File: config.mk
export PLATFORM = sky130hd
export DESIGN_NAME = ssl_cfg_port
export DESIGN_NICKNAME = d
export VERILOG_FILES = /design/src/include/ssl_pkg.sv /design/src/hw/ssl_cfg_port.sv /design/src/hw/ssl_sync2.sv /design/src/hw/ssl_eeprom_loader.sv
export SDC_FILE = /design/constraint.sdc
export NUM_CORES = 1
export LEC_CHECK = 0
export ABC_AREA = 1
export BUFFER_PORTS_ARGS = -buffer_cell sky130_fd_sc_hd__buf_4
export CAP_MARGIN = 25
export CORE_MARGIN = 10
export CORE_UTILIZATION = 58
export CTS_BUF_LIST = sky130_fd_sc_hd__clkbuf_8
export CTS_CLUSTER_SIZE = 20
export DETAILED_ROUTE_END_ITERATION = 16
export PLACE_DENSITY = 0.76
export SLEW_MARGIN = 40
export SYNTH_ARGS = -nofsm -noshare
export SYNTH_HDL_FRONTEND = slang
export SYNTH_SLANG_ARGS = --single-unit
File: constraint.sdc
create_clock -name clk -period 2.2 [get_ports clk]
set_clock_uncertainty 0.2 [all_clocks]
set_input_delay 0.55 -clock clk [delete_from_list [all_inputs] [get_ports clk]]
set_output_delay 0.55 -clock clk [all_outputs]
set_load 0.01 [all_outputs]
File: src/include/ssl_pkg.sv
// Constants, field layout and carrier types of the configuration port
package ssl_pkg;
    localparam int CLK_NS   = 50;
    localparam int BIT_NS   = 10000;
    localparam int QTR_CYC  = BIT_NS / (4 * CLK_NS);

    localparam logic [7:0] REG_STRAP = 8'h00;
    localparam logic [7:0] REG_IDENT = 8'h01;
    localparam logic [7:0] REG_CTRL  = 8'h04;
    localparam logic [7:0] REG_STAT  = 8'h05;
    localparam logic [7:0] REG_DIAG  = 8'h06;

    localparam int CTRL_IMM  = 4;
    localparam int CTRL_MRST = 5;
    localparam int CTRL_SRST = 6;
    localparam int STAT_DONE = 4;
    localparam int STAT_MDIS = 7;

    localparam logic [3:0] DIAG_KEY   = 4'h0_a;
    localparam logic [6:0] ADDR_BASE  = 7'h18;
    localparam logic [6:0] TEST_ADDR  = 7'h18;
    localparam logic [2:0] CTRL_RESET = 3'h0;
    localparam logic [3:0] DIAG_RESET = 4'h0;
    localparam logic [1:0] PU_LAST    = 2'h3;
    localparam logic [3:0] BITS_BYTE  = 4'h8;

    typedef struct packed {
        logic scl;
        logic sda;
    } ssl_bus_t;

    typedef struct packed {
        logic       valid;
        logic [7:0] idx;
        logic [7:0] data;
    } ssl_cfg_wr_t;
endpackage

File: src/hw/ssl_cfg_port.sv
// Configuration port: strap latch, bus slave, shared registers, EEPROM load
`timescale 1ns/100ps
module ssl_cfg_port #(
    parameter logic [2:0] REV_CODE = 3'h1,   // Arbitrary value
    parameter logic [4:0] VARIANT  = 5'h0_5, // Arbitrary value
    parameter int         QTR      = ssl_pkg::QTR_CYC,
    parameter int         NBYTES   = 4
) (
    input  wire logic       clk,
    input  wire logic       nrst,
    input  wire logic       serial_bus_clock_line_in,
    output logic            serial_bus_clock_line_out,
    output logic            serial_bus_clock_line_oe_n,
    input  wire logic       sda_in,
    output logic            sda_out,
    output logic            sda_oe_n,
    input  wire logic       config_mode_select,
    input  wire logic       load_request_n,
    output logic            load_done_n,
    input  wire logic [3:0] strap_lock_in,
    output logic      [3:0] strap_lock_out,
    output logic      [3:0] strap_lock_oe_n,
    input  wire logic [3:0] chan_lock,
    input  wire logic [3:0] chan_irq
);
    typedef enum logic [2:0] {
        S_IDLE, S_ADDR, S_ACK, S_REG, S_WR, S_RD, S_RACK
    } ssl_sl_t;

    ssl_pkg::ssl_bus_t    bus_s, bus_q, ld_low;
    ssl_pkg::ssl_cfg_wr_t ld_cfg;
    logic [3:0] strap_s;
    logic       mode_s, req_s;
    logic       ld_busy, ld_done;

    ssl_sync2 #(.W(2)) u_bus_sync (
        .clk  (clk),
        .nrst (nrst),
        .d    ({serial_bus_clock_line_in, sda_in}),
        .q    (bus_s)
    );

    ssl_sync2 #(.W(6)) u_pin_sync (
        .clk  (clk),
        .nrst (nrst),
        .d    ({strap_lock_in, config_mode_select, load_request_n}),
        .q    ({strap_s, mode_s, req_s})
    );

    // Power-up capture of straps and mode pins
    logic [1:0] pu_cnt, next_pu_cnt;
    logic       latched, next_latched;
    logic [3:0] strap, next_strap;
    logic       master_mode, next_master_mode;
    logic       test_addr, next_test_addr;
    logic [6:0] my_addr;

    always_comb begin
        next_pu_cnt = pu_cnt; next_latched = latched; next_strap = strap;
        next_master_mode = master_mode; next_test_addr = test_addr;
        if (!latched) begin
            next_pu_cnt = pu_cnt + 2'h1;
            if (pu_cnt == ssl_pkg::PU_LAST) begin
                next_latched     = 1'b1;
                next_strap       = strap_s;
                next_master_mode = !mode_s;
                next_test_addr   = mode_s && req_s;
            end
        end
    end

    always_ff @(posedge clk or negedge nrst) begin
        if (!nrst) begin
            pu_cnt <= '0; latched <= 1'b0; strap <= '0;
            master_mode <= 1'b0; test_addr <= 1'b0;
        end else begin
            pu_cnt <= next_pu_cnt; latched <= next_latched;
            strap <= next_strap; master_mode <= next_master_mode;
            test_addr <= next_test_addr;
        end
    end

    // Test address overrides the straps so a lone part is always reachable
    assign my_addr = test_addr ? ssl_pkg::TEST_ADDR
                   : 7'(ssl_pkg::ADDR_BASE + {3'h0, strap});

    // Shared registers and load control
    logic [2:0] ctrl, next_ctrl;   // {shared reset, master reset, imm load}
    logic       mdis, next_mdis;
    logic [3:0] flags, next_flags;
    logic [3:0] diag, next_diag;
    logic       done, next_done;
    logic       mrst_q;
    logic       wr_en;
    logic [7:0] wr_adr, wr_dat;
    logic       sl_wr;
    logic [7:0] ptr, sh;
    logic       start;
    logic [7:0] rdata;

    assign wr_en  = sl_wr || ld_cfg.valid;
    assign wr_adr = ld_cfg.valid ? ld_cfg.idx  : ptr;
    assign wr_dat = ld_cfg.valid ? ld_cfg.data : sh;

    localparam int CI = ssl_pkg::CTRL_IMM;
    localparam int CM = ssl_pkg::CTRL_MRST;
    localparam int CS = ssl_pkg::CTRL_SRST;

    // Disable is checked only before a load begins; a running load finishes
    assign start = !done && !ld_busy && !mdis
        && ((master_mode && !req_s && latched)
            || ctrl[CI - CI]);

    always_comb begin
        next_ctrl = ctrl; next_mdis = mdis; next_diag = diag;
        next_flags = flags; next_done = done;
        if (ctrl[CS - CI]) begin
            next_ctrl  = ssl_pkg::CTRL_RESET;
            next_mdis  = 1'b0;
            next_diag  = ssl_pkg::DIAG_RESET;
            next_flags = '0;
        end else if (wr_en) begin
            case (wr_adr)
                ssl_pkg::REG_CTRL: next_ctrl = wr_dat[CS:CI];
                ssl_pkg::REG_STAT: begin
                    next_mdis  = wr_dat[ssl_pkg::STAT_MDIS];
                    next_flags = flags & ~wr_dat[3:0];
                end
                ssl_pkg::REG_DIAG: next_diag = wr_dat[3:0];
                default: ;
            endcase
        end
        next_flags = next_flags | chan_irq;
        if (ctrl[CM - CI] && !mrst_q && !ld_busy)
            next_done = 1'b0;
        if (ld_done)
            next_done = 1'b1;
    end

    always_ff @(posedge clk or negedge nrst) begin
        if (!nrst) begin
            ctrl <= ssl_pkg::CTRL_RESET; mdis <= 1'b0; flags <= '0;
            diag <= ssl_pkg::DIAG_RESET; done <= 1'b0; mrst_q <= 1'b0;
        end else begin
            ctrl <= next_ctrl; mdis <= next_mdis; flags <= next_flags;
            diag <= next_diag; done <= next_done;
            mrst_q <= ctrl[CM - CI];
        end
    end

    always_comb begin
        case (ptr)
            ssl_pkg::REG_STRAP:
                rdata = {(diag == ssl_pkg::DIAG_KEY) ? strap : 4'h0,
                         4'h0};
            ssl_pkg::REG_IDENT: rdata = {REV_CODE, VARIANT};
            ssl_pkg::REG_CTRL:  rdata = {1'b0, ctrl, 4'h0};
            ssl_pkg::REG_STAT:
                rdata = {mdis, 2'h0, done, flags};
            ssl_pkg::REG_DIAG:  rdata = {4'h0, diag};
            default:            rdata = 8'h00;
        endcase
    end

    ssl_eeprom_loader #(.QTR(QTR), .NBYTES(NBYTES)) u_loader (
        .clk       (clk),
        .nrst      (nrst),
        .start     (start),
        .sda_in    (bus_s.sda),
        .drive_low (ld_low),
        .busy      (ld_busy),
        .done      (ld_done),
        .cfg       (ld_cfg)
    );

    // Byte-data slave on the synchronised bus lines
    ssl_sl_t    st, next_st, nxt, next_nxt;
    logic [3:0] cnt, next_cnt;
    logic [7:0] next_ptr, next_sh;
    logic       drv, next_drv;
    logic       next_sl_wr;
    logic       rise, fall, bstart, bstop;

    assign rise   = bus_s.scl && !bus_q.scl;
    assign fall   = !bus_s.scl && bus_q.scl;
    assign bstart = bus_s.scl && bus_q.scl && bus_q.sda && !bus_s.sda;
    assign bstop  = bus_s.scl && bus_q.scl && !bus_q.sda && bus_s.sda;

    always_comb begin
        next_st = st; next_nxt = nxt; next_cnt = cnt; next_ptr = ptr;
        next_sh = sh; next_drv = drv; next_sl_wr = 1'b0;
        if (!latched || ld_busy) begin
            next_st = S_IDLE;
            next_drv = 1'b0;
        end else if (bstart) begin
            next_st = S_ADDR;
            next_cnt = '0;
            next_drv = 1'b0;
        end else if (bstop) begin
            next_st = S_IDLE;
            next_drv = 1'b0;
        end else begin
            case (st)
                S_ADDR, S_REG, S_WR: begin
                    if (rise) begin
                        next_sh  = {sh[6:0], bus_s.sda};
                        next_cnt = cnt + 4'h1;
                    end else if (fall && cnt == ssl_pkg::BITS_BYTE) begin
                        next_drv = 1'b1;
                        next_st  = S_ACK;
                        if (st == S_ADDR) begin
                            if (sh[7:1] != my_addr) begin
                                next_st  = S_IDLE;
                                next_drv = 1'b0;
                            end
                            next_nxt = sh[0] ? S_RD : S_REG;
                        end else if (st == S_REG) begin
                            next_ptr = sh;
                            next_nxt = S_WR;
                        end else begin
                            next_sl_wr = 1'b1;
                            next_nxt = S_WR;
                        end
                    end
                end
                S_ACK: begin
                    if (fall) begin
                        next_cnt = '0;
                        next_st  = nxt;
                        next_drv = 1'b0;
                        if (nxt == S_RD) begin
                            next_sh  = rdata;
                            next_drv = !rdata[7];
                        end
                    end
                end
                S_RD: begin
                    if (rise)
                        next_cnt = cnt + 4'h1;
                    else if (fall) begin
                        next_sh  = {sh[6:0], 1'b0};
                        next_drv = !sh[6];
                        if (cnt == ssl_pkg::BITS_BYTE) begin
                            next_drv = 1'b0;
                            next_st  = S_RACK;
                        end
                    end
                end
                S_RACK: if (rise) next_st = S_IDLE;
                default: next_st = S_IDLE;
            endcase
        end
    end

    always_ff @(posedge clk or negedge nrst) begin
        if (!nrst) begin
            st <= S_IDLE; nxt <= S_IDLE; cnt <= '0; ptr <= '0;
            sh <= '0; drv <= 1'b0; sl_wr <= 1'b0; bus_q <= '1;
        end else begin
            st <= next_st; nxt <= next_nxt; cnt <= next_cnt;
            ptr <= next_ptr; sh <= next_sh; drv <= next_drv;
            sl_wr <= next_sl_wr; bus_q <= bus_s;
        end
    end

    // Pin drivers, all registered
    always_ff @(posedge clk or negedge nrst) begin
        if (!nrst) begin
            serial_bus_clock_line_out  <= 1'b0;
            serial_bus_clock_line_oe_n <= 1'b1;
            sda_out         <= 1'b0;
            sda_oe_n        <= 1'b1;
            load_done_n     <= 1'b1;
            strap_lock_out  <= '0;
            strap_lock_oe_n <= '1;
        end else begin
            serial_bus_clock_line_out  <= 1'b0;
            serial_bus_clock_line_oe_n <= !ld_low.scl;
            sda_out         <= 1'b0;
            sda_oe_n        <= !(drv || ld_low.sda);
            load_done_n     <= !done;
            strap_lock_out  <= latched ? chan_lock : 4'h0;
            strap_lock_oe_n <= {4{!latched}};
        end
    end
endmodule

File: src/hw/ssl_sync2.sv
// Two-flop synchroniser for pin inputs
`timescale 1ns/100ps
module ssl_sync2 #(
    parameter int W = 1
) (
    input  wire logic         clk,
    input  wire logic         nrst,
    input  wire logic [W-1:0] d,
    output logic      [W-1:0] q
);
    logic [W-1:0] meta;
    logic [W-1:0] next_meta;
    logic [W-1:0] next_q;

    always_comb begin
        next_meta = d;
        next_q    = meta;
    end

    always_ff @(posedge clk or negedge nrst) begin
        if (!nrst) begin
            meta <= '0;
            q    <= '0;
        end else begin
            meta <= next_meta;
            q    <= next_q;
        end
    end
endmodule

File: src/hw/ssl_eeprom_loader.sv
// Bus master that reads configuration bytes from a serial EEPROM
`timescale 1ns/100ps
module ssl_eeprom_loader #(
    parameter int         QTR    = ssl_pkg::QTR_CYC,
    parameter int         NBYTES = 4,
    parameter logic [6:0] EE_DEV = 7'h50
) (
    input  wire logic              clk,
    input  wire logic              nrst,
    input  wire logic              start,
    input  wire logic              sda_in,
    output ssl_pkg::ssl_bus_t      drive_low,
    output logic                   busy,
    output logic                   done,
    output ssl_pkg::ssl_cfg_wr_t   cfg
);
    typedef enum logic [0:0] {LD_IDLE, LD_RUN} ssl_ld_t;
    localparam logic [7:0] SEQ_RX   = 8'h05;
    localparam logic [7:0] SEQ_STOP = 8'(5 + NBYTES);

    ssl_ld_t     st, next_st;
    logic [15:0] div, next_div;
    logic [1:0]  ph, next_ph;
    logic [3:0]  bitn, next_bitn;
    logic [7:0]  seq, next_seq;
    logic [7:0]  sh, next_sh;
    ssl_pkg::ssl_bus_t    next_drive;
    ssl_pkg::ssl_cfg_wr_t next_cfg;
    logic        next_done;
    logic        tick;
    logic        is_start, is_rx;
    logic [7:0]  tx;

    assign tick     = (div == 16'(QTR - 1));
    assign is_start = (seq == 8'h00) || (seq == 8'h03);
    assign is_rx    = (seq >= SEQ_RX) && (seq < SEQ_STOP);

    always_comb begin
        case (seq)
            8'h01:   tx = {EE_DEV, 1'b0};
            8'h04:   tx = {EE_DEV, 1'b1};
            default: tx = 8'h00;
        endcase
    end

    always_comb begin
        next_st = st; next_div = div; next_ph = ph; next_bitn = bitn;
        next_seq = seq; next_sh = sh; next_drive = drive_low;
        next_cfg = '0; next_done = 1'b0;
        case (st)
            LD_IDLE: begin
                next_drive = '0;
                next_div = '0; next_ph = '0; next_bitn = '0; next_seq = '0;
                if (start)
                    next_st = LD_RUN;
            end
            LD_RUN: begin
                next_div = tick ? 16'h0 : div + 16'h1;
                if (tick) begin
                    next_ph = ph + 2'h1;
                    if (is_start) begin
                        case (ph)
                            2'h0: next_drive.sda = 1'b0;
                            2'h1: next_drive.scl = 1'b0;
                            2'h2: next_drive.sda = 1'b1;
                            default: begin
                                next_drive.scl = 1'b1;
                                next_seq = seq + 8'h1;
                            end
                        endcase
                    end else if (seq == SEQ_STOP) begin
                        case (ph)
                            2'h0: next_drive.sda = 1'b1;
                            2'h1: next_drive.scl = 1'b0;
                            2'h2: next_drive.sda = 1'b0;
                            default: begin
                                next_st   = LD_IDLE;
                                next_done = 1'b1;
                            end
                        endcase
                    end else begin
                        case (ph)
                            2'h0: begin
                                if (bitn == ssl_pkg::BITS_BYTE)
                                    next_drive.sda = is_rx
                                        && (seq != SEQ_STOP - 8'h1);
                                else
                                    next_drive.sda = !is_rx
                                        && !tx[3'(7 - bitn)];
                            end
                            2'h1: next_drive.scl = 1'b0;
                            2'h2: begin
                                if (is_rx && bitn < ssl_pkg::BITS_BYTE)
                                    next_sh = {sh[6:0], sda_in};
                            end
                            default: begin
                                next_drive.scl = 1'b1;
                                next_bitn = bitn + 4'h1;
                                if (bitn == ssl_pkg::BITS_BYTE) begin
                                    next_bitn = '0;
                                    next_seq  = seq + 8'h1;
                                    next_cfg  = {is_rx, seq - SEQ_RX, sh};
                                end
                            end
                        endcase
                    end
                end
            end
            default: next_st = LD_IDLE;
        endcase
    end

    always_ff @(posedge clk or negedge nrst) begin
        if (!nrst) begin
            st <= LD_IDLE; div <= '0; ph <= '0; bitn <= '0; seq <= '0;
            sh <= '0; drive_low <= '0; cfg <= '0; done <= 1'b0;
        end else begin
            st <= next_st; div <= next_div; ph <= next_ph;
            bitn <= next_bitn; seq <= next_seq; sh <= next_sh;
            drive_low <= next_drive; cfg <= next_cfg; done <= next_done;
        end
    end

    assign busy = (st == LD_RUN);
endmodule

==> impl_metrics.ini <==
[logic_synthesis]
syn_area_um2 = 6850
yosysWarnings = 0
synth-async-reset-ratio_pct = 100
synth_common_cells = nand2_1, dfrtp_1, nor2_1
ys_top_cells_by_area = dfrtp_1, nand2_1, nor2_1
synthFlopType = dfrtp_1
syn_avg_cell_area_um2 = 7.93
ys_seq_elements = 136
yosysSeqAreaShare_pct = 49.8
synth_edf_count = 0
synth_top_area_share_pct = 47.5
syn_inst = 864
synth_cell_types = 48
post-synth-top-count-cell = nand2_1
synth.largest_area_cell = dfrtp_1

[critical_path]
cp_max_fo = 9
worst_path_largest_cell_delay_ps = 420
cpLargestDelayFamily = simple AND/OR/NAND/NOR gates
r2r_end = u_loader.seq[1]
start_kind = flop
crit_type = reg -> reg
cp_slowest_cell = dfrtp_1
path_depth = 8
r2r_slack_ps = 150
rr_worst_depth = 8
worst-path-buf-inv = 1
reg2reg_from = u_loader.seq[1]
critPathArrivalTime_ps = 2190
crit_top_cell = nand2_1
crit_chain = inv_1, ha_1, nand3_1, nor2_1, o22a_2, nand2_4, nand2_1, nand2_1
cp-end-kind = flop
crit_required_ps = 2340
crit_start = u_loader.seq[1]
crit_end = u_loader.seq[1]

[grt]
grt_max_degree = 81
track_usage_pct = 19.3
grt_pass1_vias = 5638
grt_remaining_overflow = 0
antenna_found_initial = 0
grt_pass1_wl_um = 25800

[timing]
relSlewSlack_pct = 58.6
period_share_pct = 93.2
fmax_mhz = 488
fin_ws_ps = 149
tightest_slew_ps = 618
min_period_ps = 2050
hold_viol_final = 0
setup_viol = 0
slew_violations = 0
setup_tns_ps = 0

[clock_network]
clock-root-buffer = clkbuf_8
cts_buffers = 17
clk_pin_slew_worst_paths_ps = 70
cts_tree = done
clockBufferDepth = 2
cts.sinks = 136
h-tree-depth = 4
clk_latency_ps = 450

[cells_and_area]
area_growth_pct = 13.3
drive_above_1_share_pct = 13.2
fin_nets = 945
n_antenna_cell = 0
fin_area_um2 = 7760
fillCellCount = 962
stdcell_count = 1070

[place]
port_buffers = 28
place_ws_ps = -68.3
place_area_um2 = 7230
place_inst = 1027
gp_congestion = 0.961
place_hpwl_um = 11000

[floorplan]
dieArea_um2 = 16600
chipWidth_um = 129
num_rows = 39
io_pins = 31
core-area_um2 = 11500
fp.dieH_um = 129
initial_utilization_pct = 59.5

[routing]
drt-pass1-iter-count = 6
routed_wl_um = 14900
wl_per_cell_um = 13.9
ant_nets = 0
vias = 5665
avgViaCountPerCell = 5.29
drtIter0Drc = 578
drcViolationCount = 0

[pwr]
p_leak_nw = 3.99
power_density_nw_per_um2 = 706
vdd_drop_max_mv = 0.468

[flow_run]
maxCapViolCount = 0

[min_path]
min_path_cells = 3
holdCritPathClass = in -> reg

[outcome]
status = completed
[cells by family (layout without fill, tap and decap cells)]
kind of cell,after synthesis,after routing,synth area share [%]
buffers and inverters,140,202,8.60
XOR/XNOR,12,12,1.53
AO/OA/AOI/OAI,85,85,7.32
flip-flops,136,136,49.8
AND/OR/NAND/NOR,477,477,30.4
adder cells (fa/ha/maj),13,13,2.37
other,1,2,0.0547
[placed cells by master (no fill, tap or decap), drive strengths merged, types with 2 or more instances in the layout]
| master | count |
|---|---|
| nand2 | 231 |
| nand3b | 3 |
| a211oi | 2 |
| o21a | 3 |
| nor3 | 17 |
| xor2 | 8 |
| ha | 13 |
| o21bai | 5 |
| bufinv | 3 |
| nand4 | 8 |
| o21ai | 41 |
| clkinv | 8 |
| conb | 2 |
| nand3 | 87 |
| clkinvlp | 5 |
| buf | 41 |
| clkbuf | 17 |
| inv | 119 |
| dlygate4sd3 | 9 |
| nor3b | 5 |
| xnor2 | 4 |
| a21oi | 26 |
| o211ai | 2 |
| nor2 | 124 |
| dfstp | 6 |
| dfrtp | 130 |
[sequential cells by signal (all words and copies together) (netlist names), 4 cells and up]
name,flops
u_loader.cfg,17
u_loader.sh,8
cnt,4
u_loader.div,16
strap,4
diag,4
u_pin_sync.q,6
sh,8
u_loader.bitn,4
ptr,8
strap_lock_out,4
flags,4
u_loader.seq,8
u_pin_sync.meta,6
[power by group]
group          internal (W)  leakage, nW  switching (W)
registers           0.00265         1.77       0.000113
clock network       0.00112        0.194       0.000992
logic              0.000248         2.03       0.000357
total               0.00402         3.99        0.00146
[worst min-delay path, cell delays in order]
cell and delay [ps]:
buf_4 80, nand2_1 40, inv_1 40
[how the worst min path moves through the flow]
| stage | end | from |
|---|---|---|
| after global placement | u_pin_sync.q[0] | u_pin_sync.meta[0] |
| after CTS | strap_lock_out[0] | chan_lock[0] |
| after detailed placement | u_pin_sync.q[5] | u_pin_sync.meta[5] |
| after floorplan | cnt[0] | nrst |
| after global routing | strap_lock_out[3] | chan_lock[3] |
| final | strap_lock_out[3] | chan_lock[3] |
[through the flow]
stage / total power (W) / hold WS (ps) / util [%]
after floorplan: 0.00317 / 54.4 / -
after global placement: 0.00338 / 139 / 62.7
after detailed placement: 0.00340 / 143 / 62.7
after CTS: 0.00553 / 60.8 / 67.1
after global routing: 0.00576 / 61.9 / 67.4
final: 0.00548 / 86.8 / 67.4
[final cells by class]
type                            count  area (µm²)  area share (%)
Inverter                          120         457            5.88
Multi-Input combinational cell    589        2870            36.9
Tap cell                          143         179            2.30
Sequential cell                   136        3410            43.9
Timing Repair Buffer               50         439            5.66
Clock buffer                       17         234            3.01
Clock inverter                     15         178            2.29
[metal layers]
metal | part of all wire (%) | wire length (µm) | up-vias | track usage (%)
li1 | - | - | 2823 | -
met1 | 43 | 6420 | 2677 | 23.1
met2 | 51 | 7580 | 141 | 33.0
met3 | 4.0 | 601 | 24 | 4.89
met4 | 1.8 | 267 | 0 | 7.02
met5 | 0 | 0 | - | 0
[timing repair]
action                                  CTS  global route
pin swaps                                 0             1
hold endpoints to repair                 98             0
hold buffers                              9             0
endpoints found under the setup margin    9            25
buffers inserted                          0             2
gates resized for setup                   1             2
(Power assumes the default switching activity.)
